===== src/verilog/srss_pkg.sv =====
package srss_pkg;

    // ------------------------------------------------------------
    // Opcode patterns (upper bits of the 16-bit instruction, all 16 bits for sleep)
    // ------------------------------------------------------------
    localparam logic [7:0] SRSS_LIT_SUB_OPC    = 8'h08; // literal_minus_working_op
    localparam logic [5:0] SRSS_FILE_MINUS_WORKING_OP_OPC      = 6'h17; // file_minus_working_op 0101 11
    localparam logic [5:0] SRSS_WORKING_MINUS_FILE_BORROW_OP_OPC     = 6'h15; // working_minus_file_borrow_op 0101 01
    localparam logic [5:0] SRSS_RLNC_OPC       = 6'h11; // rotate_left_plain_op 0100 01
    localparam logic [5:0] SRSS_RRNC_OPC       = 6'h10; // rotate_right_plain_op 0100 00
    localparam logic [5:0] SRSS_RRC_OPC        = 6'h0C; // rotate_right_via_carry_op 0011 00
    localparam logic [6:0] SRSS_FILL_ONES_OP_OPC       = 7'h34; // fill_ones_op 0110 100
    localparam logic [15:0] SRSS_SLEEP_OPC     = 16'h0003;

    // ------------------------------------------------------------
    // Field positions and reset values
    // ------------------------------------------------------------
    localparam int          SRSS_D_BIT         = 9;
    localparam int          SRSS_A_BIT         = 8;
    localparam logic [7:0]  SRSS_ALL_ONES      = 8'hFF;
    localparam logic [7:0]  SRSS_W_RST         = 8'h00;
    localparam logic [3:0]  SRSS_BANK_RST      = 4'h0;
    localparam logic [3:0]  SRSS_ACCESS_BANK_LO = 4'h0;
    localparam logic [3:0]  SRSS_ACCESS_BANK_HI = 4'hF;
    localparam logic [7:0]  SRSS_ACCESS_SPLIT  = 8'h80;
    localparam int          SRSS_WDT_W         = 16;
    localparam logic [15:0] SRSS_WDT_RST       = 16'h0000;
    localparam logic [7:0]  SRSS_POST_RST      = 8'h00;

    // Status flags travel together
    typedef struct packed {
        logic neg;
        logic zero;
        logic carry;
    } srss_flags_t;

    // File write request
    typedef struct packed {
        logic        we;
        logic [11:0] addr;
        logic [7:0]  data;
    } srss_fwr_t;

endpackage


===== src/verilog/srss_core.sv =====
// Design decisions made here: the strobed register port and the register offsets.
`timescale 1ns/100ps
`default_nettype none

// Summary of operation
// - Literal subtract puts k minus W into W and updates flags.
// - File-minus-W subtracts W from the addressed file register in two's complement.
// - Destination bit 0 writes W, 1 writes back to the file register.
// - Access bit 0 uses the access bank, 1 uses the bank select register.
// - Fill-ones writes FF to the file register and leaves all flags unchanged.
// - Sleep clears watchdog and postscaler, sets time-out, clears power-down, then sleeps.
// - Subtract carry is an inverted borrow; a borrow clears it and negative copies bit 7 of the difference.
// - Subtract sets zero when the 8-bit difference is zero, else clears it.
module srss_core
    import srss_pkg::*;
(
    // Clock and reset
    input  wire logic        i_clk,
    input  wire logic        i_nrst,
    // Instruction issue
    input  wire logic        i_valid,
    input  wire logic [15:0] i_instr,
    // File register read data for the addressed operand
    input  wire logic [7:0]  i_file_rdata,
    // Bank select register write
    input  wire logic        i_bank_we,
    input  wire logic [3:0]  i_bank_wdata,
    // Watchdog tick from its own divider
    input  wire logic        i_wdt_tick,
    // Wake from sleep
    input  wire logic        i_wake,
    // Operand address and file writes
    output logic      [11:0] o_file_addr,
    output srss_fwr_t        o_fwr,
    // Architectural state
    output logic      [7:0]  o_w,
    output srss_flags_t      o_flags,
    output logic             o_timeout_flag,
    output logic             o_powerdown_flag,
    output logic      [15:0] o_watchdog_counter,
    output logic             o_sleep
);

    // ------------------------------------------------------------
    // Decode
    // ------------------------------------------------------------
    logic        is_literal_minus_working_op;
    logic        is_file_minus_working_op;
    logic        is_working_minus_file_borrow_op;
    logic        is_rlnc;
    logic        is_rrnc;
    logic        is_rrc;
    logic        is_fill_ones_op;
    logic        is_sleep;
    logic        is_sub;
    logic        dst_file;
    logic [7:0]  fa;
    logic [3:0]  bank_q;
    logic [7:0]  w_q;
    srss_flags_t flags_q;
    logic [7:0]  post_q;
    logic [15:0] wdt_q;
    logic        to_q;
    logic        pd_q;
    logic        sleep_q;
    logic        go;

    assign go        = i_valid & ~sleep_q;
    assign fa        = i_instr[7:0];
    assign is_literal_minus_working_op  = go & (i_instr[15:8] == SRSS_LIT_SUB_OPC);
    assign is_file_minus_working_op  = go & (i_instr[15:10] == SRSS_FILE_MINUS_WORKING_OP_OPC);
    assign is_working_minus_file_borrow_op = go & (i_instr[15:10] == SRSS_WORKING_MINUS_FILE_BORROW_OP_OPC);
    assign is_rlnc   = go & (i_instr[15:10] == SRSS_RLNC_OPC);
    assign is_rrnc   = go & (i_instr[15:10] == SRSS_RRNC_OPC);
    assign is_rrc    = go & (i_instr[15:10] == SRSS_RRC_OPC);
    assign is_fill_ones_op   = go & (i_instr[15:9] == SRSS_FILL_ONES_OP_OPC);
    assign is_sleep  = go & (i_instr == SRSS_SLEEP_OPC);
    assign is_sub    = is_literal_minus_working_op | is_file_minus_working_op | is_working_minus_file_borrow_op;
    assign dst_file  = i_instr[SRSS_D_BIT];

    // Access bank splits low RAM and high SFRs around 0x80
    always_comb begin
        if (!i_instr[SRSS_A_BIT]) begin
            o_file_addr = {(fa < SRSS_ACCESS_SPLIT) ? SRSS_ACCESS_BANK_LO
                                                    : SRSS_ACCESS_BANK_HI, fa};
        end else begin
            o_file_addr = {bank_q, fa};
        end
    end

    // ------------------------------------------------------------
    // Datapath
    // ------------------------------------------------------------
    logic [7:0] sub_a;
    logic [7:0] sub_b;
    logic [7:0] diff;
    logic       sub_c;
    logic [7:0] res;
    logic       res_c;

    // Operand order differs per subtract form
    always_comb begin
        sub_a = i_file_rdata;
        sub_b = w_q;
        if (is_literal_minus_working_op) begin
            sub_a = fa;
        end else if (is_working_minus_file_borrow_op) begin
            sub_a = w_q;
            sub_b = i_file_rdata;
        end
    end

    srss_alu u_alu (
        .i_a         (sub_a),
        .i_b         (sub_b),
        .i_cin       (flags_q.carry),
        .i_borrow_en (is_working_minus_file_borrow_op),
        .o_diff      (diff),
        .o_carry     (sub_c)
    );

    // Result select
    always_comb begin
        res   = diff;
        res_c = sub_c;
        if (is_rlnc) begin
            res = {i_file_rdata[6:0], i_file_rdata[7]};
        end else if (is_rrnc) begin
            res = {i_file_rdata[0], i_file_rdata[7:1]};
        end else if (is_rrc) begin
            res   = {flags_q.carry, i_file_rdata[7:1]};
            res_c = i_file_rdata[0];
        end
    end

    // File write port; SLW and sleep never touch the file
    always_comb begin
        o_fwr.we   = 1'b0;
        o_fwr.addr = o_file_addr;
        o_fwr.data = res;
        if (is_fill_ones_op) begin
            o_fwr.we   = 1'b1;
            o_fwr.data = SRSS_ALL_ONES;
        end else if ((is_file_minus_working_op | is_working_minus_file_borrow_op | is_rlnc | is_rrnc | is_rrc) & dst_file) begin
            o_fwr.we = 1'b1;
        end
    end

    // ------------------------------------------------------------
    // Working register
    // ------------------------------------------------------------
    always_ff @(posedge i_clk or negedge i_nrst) begin
        if (!i_nrst) begin
            w_q <= SRSS_W_RST;
        end else if (is_literal_minus_working_op) begin
            w_q <= res;
        end else if ((is_file_minus_working_op | is_working_minus_file_borrow_op | is_rlnc | is_rrnc | is_rrc) & ~dst_file) begin
            w_q <= res;
        end
    end

    // Flags; fill-ones and sleep leave them alone
    always_ff @(posedge i_clk or negedge i_nrst) begin
        if (!i_nrst) begin
            flags_q <= '0;
        end else if (is_sub | is_rlnc | is_rrnc | is_rrc) begin
            flags_q.neg  <= res[7];
            flags_q.zero <= (res == 8'h00);
            if (is_sub | is_rrc) begin
                flags_q.carry <= res_c;
            end
        end
    end

    // Bank select register
    always_ff @(posedge i_clk or negedge i_nrst) begin
        if (!i_nrst) begin
            bank_q <= SRSS_BANK_RST;
        end else if (i_bank_we) begin
            bank_q <= i_bank_wdata;
        end
    end

    // ------------------------------------------------------------
    // Watchdog, status bits and sleep
    // ------------------------------------------------------------
    // Postscaler wraps into the counter; sleep clear beats a tick
    always_ff @(posedge i_clk or negedge i_nrst) begin
        if (!i_nrst) begin
            post_q <= SRSS_POST_RST;
            wdt_q  <= SRSS_WDT_RST;
        end else if (is_sleep) begin
            post_q <= SRSS_POST_RST;
            wdt_q  <= SRSS_WDT_RST;
        end else if (i_wdt_tick) begin
            post_q <= post_q + 8'h01;
            if (post_q == SRSS_ALL_ONES) begin
                wdt_q <= wdt_q + 16'h0001;
            end
        end
    end

    // Power-on shows TO=1, PD=1
    always_ff @(posedge i_clk or negedge i_nrst) begin
        if (!i_nrst) begin
            to_q <= 1'b1;
            pd_q <= 1'b1;
        end else if (is_sleep) begin
            to_q <= 1'b1;
            pd_q <= 1'b0;
        end
    end

    // Oscillator stop modelled as an issue gate until wake
    always_ff @(posedge i_clk or negedge i_nrst) begin
        if (!i_nrst) begin
            sleep_q <= 1'b0;
        end else if (is_sleep) begin
            sleep_q <= 1'b1;
        end else if (i_wake) begin
            sleep_q <= 1'b0;
        end
    end

    assign o_w                = w_q;
    assign o_flags            = flags_q;
    assign o_timeout_flag     = to_q;
    assign o_powerdown_flag   = pd_q;
    assign o_watchdog_counter = wdt_q;
    assign o_sleep            = sleep_q;

    // ------------------------------------------------------------
    // Checks
    // ------------------------------------------------------------
    a_literal_minus_working_op_result: assert property (@(posedge i_clk) disable iff (!i_nrst)
        is_literal_minus_working_op |=> (w_q == $past(fa) - $past(w_q)))
        else $error("literal subtract result wrong");
    a_file_minus_working_op_dest: assert property (@(posedge i_clk) disable iff (!i_nrst)
        (is_file_minus_working_op & dst_file) |-> (o_fwr.we && o_fwr.data == i_file_rdata - w_q))
        else $error("file minus W write wrong");
    a_dest_w: assert property (@(posedge i_clk) disable iff (!i_nrst)
        ((is_file_minus_working_op | is_rrnc) & ~dst_file) |-> !o_fwr.we ##1 (w_q == $past(res)))
        else $error("destination W not honoured");
    a_bank_sel: assert property (@(posedge i_clk) disable iff (!i_nrst)
        (go & i_instr[SRSS_A_BIT]) |-> (o_file_addr[11:8] == bank_q))
        else $error("bank select ignored");
    a_fill_ones_op_flags: assert property (@(posedge i_clk) disable iff (!i_nrst)
        is_fill_ones_op |-> (o_fwr.we && o_fwr.data == SRSS_ALL_ONES) ##1 $stable(flags_q))
        else $error("fill ones wrong");
    a_sleep_state: assert property (@(posedge i_clk) disable iff (!i_nrst)
        is_sleep |=> (wdt_q == 16'h0000 && post_q == 8'h00 && to_q && !pd_q && sleep_q))
        else $error("sleep entry wrong");
    a_sub_carry: assert property (@(posedge i_clk) disable iff (!i_nrst)
        (is_file_minus_working_op && i_file_rdata < w_q) |=>
            (!flags_q.carry &&
             (flags_q.neg == (($past(i_file_rdata) - $past(w_q)) >= 8'h80))))
        else $error("borrow carry wrong");
    a_sub_zero: assert property (@(posedge i_clk) disable iff (!i_nrst)
        (is_file_minus_working_op && i_file_rdata == w_q) |=> (flags_q.zero && flags_q.carry))
        else $error("zero flag wrong");
    a_rrc_carry: assert property (@(posedge i_clk) disable iff (!i_nrst)
        is_rrc |=> (flags_q.carry == $past(i_file_rdata[0])))
        else $error("rotate carry wrong");
    a_working_minus_file_borrow_op_val: assert property (@(posedge i_clk) disable iff (!i_nrst)
        (is_working_minus_file_borrow_op & ~dst_file) |=>
            (w_q == $past(w_q) - $past(i_file_rdata) - {7'h00, ~$past(flags_q.carry)}))
        else $error("borrow subtract wrong");

    c_sleep:  cover property (@(posedge i_clk) disable iff (!i_nrst) is_sleep ##[1:20] i_wake);
    c_fill_ones_op:   cover property (@(posedge i_clk) disable iff (!i_nrst) is_fill_ones_op);
    c_borrow: cover property (@(posedge i_clk) disable iff (!i_nrst) is_working_minus_file_borrow_op & ~flags_q.carry);
    c_rrc:    cover property (@(posedge i_clk) disable iff (!i_nrst) is_rrc & dst_file);

endmodule

`default_nettype wire


===== src/verilog/srss_alu.sv =====
`timescale 1ns/100ps
`default_nettype none

// ------------------------------------------------------------
// Combinational subtract unit (rotates are done in the core)
// ------------------------------------------------------------
module srss_alu
    import srss_pkg::*;
(
    // Operands
    input  wire logic [7:0]  i_a,
    input  wire logic [7:0]  i_b,
    input  wire logic        i_cin,
    input  wire logic        i_borrow_en,
    // Results
    output logic      [7:0]  o_diff,
    output logic             o_carry
);

    logic [8:0] sum;

    // a - b - !c as a + ~b + c; bit 8 is the inverted borrow
    always_comb begin
        sum = {1'b0, i_a} + {1'b0, ~i_b} + {8'h00, (i_borrow_en ? i_cin : 1'b1)};
        o_diff  = sum[7:0];
        o_carry = sum[8];
    end

endmodule

`default_nettype wire


===== config.mk =====
export PLATFORM = sky130hd
export DESIGN_NAME = srss_core
export DESIGN_NICKNAME = d
export VERILOG_FILES = /design/src/verilog/srss_pkg.sv /design/src/verilog/srss_core.sv /design/src/verilog/srss_alu.sv
export SDC_FILE = /design/constraint.sdc
export NUM_CORES = 1
export LEC_CHECK = 0
export BUFFER_PORTS_ARGS = -buffer_cell sky130_fd_sc_hd__buf_4
export CORE_MARGIN = 2
export CORE_UTILIZATION = 30
export DETAILED_ROUTE_END_ITERATION = 16
export GPL_TIMING_DRIVEN = 0
export HOLD_SLACK_MARGIN = 0.12
export SLEW_MARGIN = 25
export SYNTH_ARGS = -nofsm -noshare
export SYNTH_HDL_FRONTEND = slang
export SYNTH_SLANG_ARGS = --single-unit

===== constraint.sdc =====
create_clock -name i_clk -period 5.8 [get_ports i_clk]
set_input_delay 1.16 -clock i_clk [delete_from_list [all_inputs] [get_ports i_clk]]
set_output_delay 1.16 -clock i_clk [all_outputs]
set_load 0.1 [all_outputs]

==> reports/metrics.csv <==
metric;value;unit
status;finished clean;
p_clk_share;11.5;%
power.total;0.00191;W
reg2reg_slack;1.96;ns
grt_max_degree;42;
synthCells;340;
fin_worst_skew;0.0100;ns
timing.rr.end;o_flags[1];
core;0.00964;mm^2
r2r-start;o_sleep;
syn_area;0.00294;mm^2
yosys_warnings;0;
clkTransAtPathRegs;0.07;ns
synth_area_leaders;dfrtp_1, buf_4, nand2_1;
routedWlPerCell;14.0;um
synth_xor_area_share;5.97;%
p_sw;0.00110;W
clock_sinks;41;
syn_avg_cell_area;8.64;um^2
hp-class;flip-flop to flip-flop;
power_frac_comb;67.2;%
max_freq;176;MHz
synth-async-reset-ratio;100;%
fin_util;41.6;%
gp_congestion;0.868;
cp.required;4.64;ns
drv_cap;0;
ys_ff_latch;41;
hold_depth;1;
synthMuxAreaShare;8.14;%
critPathLaunch;i_instr[15];
start_kind;input port;
worstSetupPathType;input port to output port;
path_cells;buf_4, nor3b_1, nand4_1, buf_4, nor2_4, buf_2, mux2i_1, a21oi_1, ha_1, or2_2, a21oi_1, a31oi_1, xor2_1, a21oi_1, nand2_1, buf_4;
clk_latency;0.29;ns
drive_gt1_share;35.2;%
fill_cells;1024;
area_delta_synth_final;36.5;%
ys.flop_type;dfrtp_1;
synth_simple_gate_area_share;24.3;%
cp.arrival;4.53;ns
drt-total-wl;8.14;mm
ff2ff_path_depth;14;
cpPeakStageDelay;0.38;ns
die_y;103;um
setup_ws;0.108;ns
cts_tree;yes;
root_buffer;clkbuf_8;
crit_path_end_kind;output port;
p_seq_share;21.3;%
synth_top_family_by_area;simple AND/OR/NAND/NOR gates;
yosys-top-cells-count;nand2_1, nor2_1, dfrtp_1;
diodes;0;
cts.path.max_buffers;2;
dp_hpwl;6.40;mm
vias_per_cell;4.75;
pwr_density_cell;476;mW/mm^2
synth_edf_count;0;
crit_slowest_cell;a21oi_1;
initial_utilization;30.5;%
swShare;57.7;%
portBuffers;95;
fin_nets;494;
routed-via-count;2766;
fin_crit;5.69;ns
die_w;103;um
synth_nets;385;
max-slew-margin-rel;65.0;%
antenna_found_initial;0;
firstDrtPassIters;4;
synthAdderAreaFrac;5.20;%
worst_pin_slew;0.525;ns
critPathCapture;o_fwr[7];
power.leakage;1.96;nW
dp_slack;-0.402;ns
p_int;0.000808;W
synth_top_area_share;34.1;%
finalMaxSlewViolations;0;
h-tree-depth;2;
rows;36;
yosys.area.top_type;dfrtp_1;
grt_overflow;0;
setup_viol;0;
timing_hold_violations_final;0;
post-route-drc-count;0;
antenna_left;0;
synth-compound-area-share;12.8;%
min_from;o_powerdown_flag;
grt_pass1_vias;2636;
synth.distinct_cells;54;
grt_pass1_wl;12.8;mm
cts-buffers-inserted;5;
ir_worst_vdd;469;uV
dieArea;0.0106;mm^2
track_usage;15.2;%
ys_seq_area_share;35.0;%
io_pins;97;
drt_iter0_markers;79;
worst-path-max-fanout;10;
timing.final.crit_share;98.1;%
## how the worst min path moves through the flow
stage                                  end  slack (ns)
after floorplan                  bank_q[0]        0.48
after global placement    o_powerdown_flag        0.48
after detailed placement  o_powerdown_flag        0.49
after CTS                 o_powerdown_flag        0.50
after global routing      o_powerdown_flag        0.51
final                     o_powerdown_flag        0.50
## cell families (layout without fill, tap and decap cells)
kind of cell,count (synthesis),count (layout)
multiplexers,23,23
adder cells (fa/ha/maj),11,11
AND/OR/NAND/NOR,145,145
AO/OA/AOI/OAI,57,57
buffers and inverters,42,151
other,1,1
XOR/XNOR,20,20
flip-flops,41,41
## through the flow
step	setup TNS (ns)	area [um^2]	std cells	hold slack [ns]
after floorplan	0	2940	340	0.481
after global placement	-0.886	3820	568	0.476
after detailed placement	-0.892	3820	568	0.487
after CTS	0	3960	577	0.500
after global routing	-0.0389	4010	582	0.510
final	0	4010	582	0.499
## worst max-delay path, delay by kind of cell
kind	cells	cell delay, ns
buf+inv	4	0.89
fa+ha+maj	1	0.32
xor+xnor	1	0.18
mux	1	0.22
compound gates	4	0.70
simple gates	5	1.07
## sequential cells by signal, summed over array words and instances (netlist names)
name / count
bank_q: 4
o_flags: 3
o_powerdown_flag: 1
o_sleep: 1
o_w: 8
o_watchdog_counter: 16
post_q: 8
## power groups by stage
stage	registers, W	logic, W	clock network (W)
2_1_floorplan	0.000609	0.000783	0
6_report	0.000407	0.00128	0.000219
3_3_place_gp	0.000411	0.00124	0
3_5_place_dp	0.000413	0.00125	0
5_1_grt	0.000417	0.00135	0.000239
4_1_cts	0.000408	0.00127	0.000228
## per-layer routing
| metal | GRT usage (%) | wire length (um) | vias to the layer above |
|---|---|---|---|
| li1 | - | - | 1381 |
| met1 | 19.4 | 3650 | 1296 |
| met2 | 26.7 | 3930 | 80 |
| met3 | 2.31 | 448 | 9 |
| met4 | 4.45 | 110 | 0 |
| met5 | 0 | 0 | - |
## cells in the final DEF (no fill, tap or decap), drive strengths merged, types with 3 or more instances in the layout
| cell type | netlist | routed |
|---|---|---|
| inv | 11 | 11 |
| nor2 | 44 | 44 |
| mux2i | 16 | 16 |
| nand3 | 6 | 6 |
| xor2 | 9 | 9 |
| nand2 | 43 | 43 |
| clkbuf | 5 | 9 |
| nor3 | 7 | 7 |
| xnor2 | 11 | 11 |
| and3 | 6 | 6 |
| dfrtp | 40 | 40 |
| nor2b | 6 | 6 |
| buf | 26 | 129 |
| ha | 9 | 9 |
| nor3b | 3 | 3 |
| nand4 | 7 | 7 |
| o21ai | 17 | 17 |
| a21o | 3 | 3 |
| and2 | 3 | 3 |
| mux2 | 7 | 7 |
| o21a | 3 | 3 |
| a21oi | 16 | 16 |
| or3 | 5 | 5 |
| a31oi | 3 | 3 |
## area by class of cell
cell class,instances,area (um^2),area share [%]
Multi-Input combinational cell,257,1680,41.9
Sequential cell,41,1030,25.6
Clock inverter,2,35.0,0.874
Buffer,31,210,5.24
Tap cell,133,166,4.15
Inverter,11,41.3,1.03
Clock buffer,5,68.8,1.72
Timing Repair Buffer,102,778,19.4
## repair_timing
action	in CTS	in global routing
gates cloned	0	0
setup buffers	2	5
pin swaps	1	4
hold buffers	0	0
gates resized for setup	8	5
endpoints found under the setup margin	5	6
(Power assumes the default switching activity.)
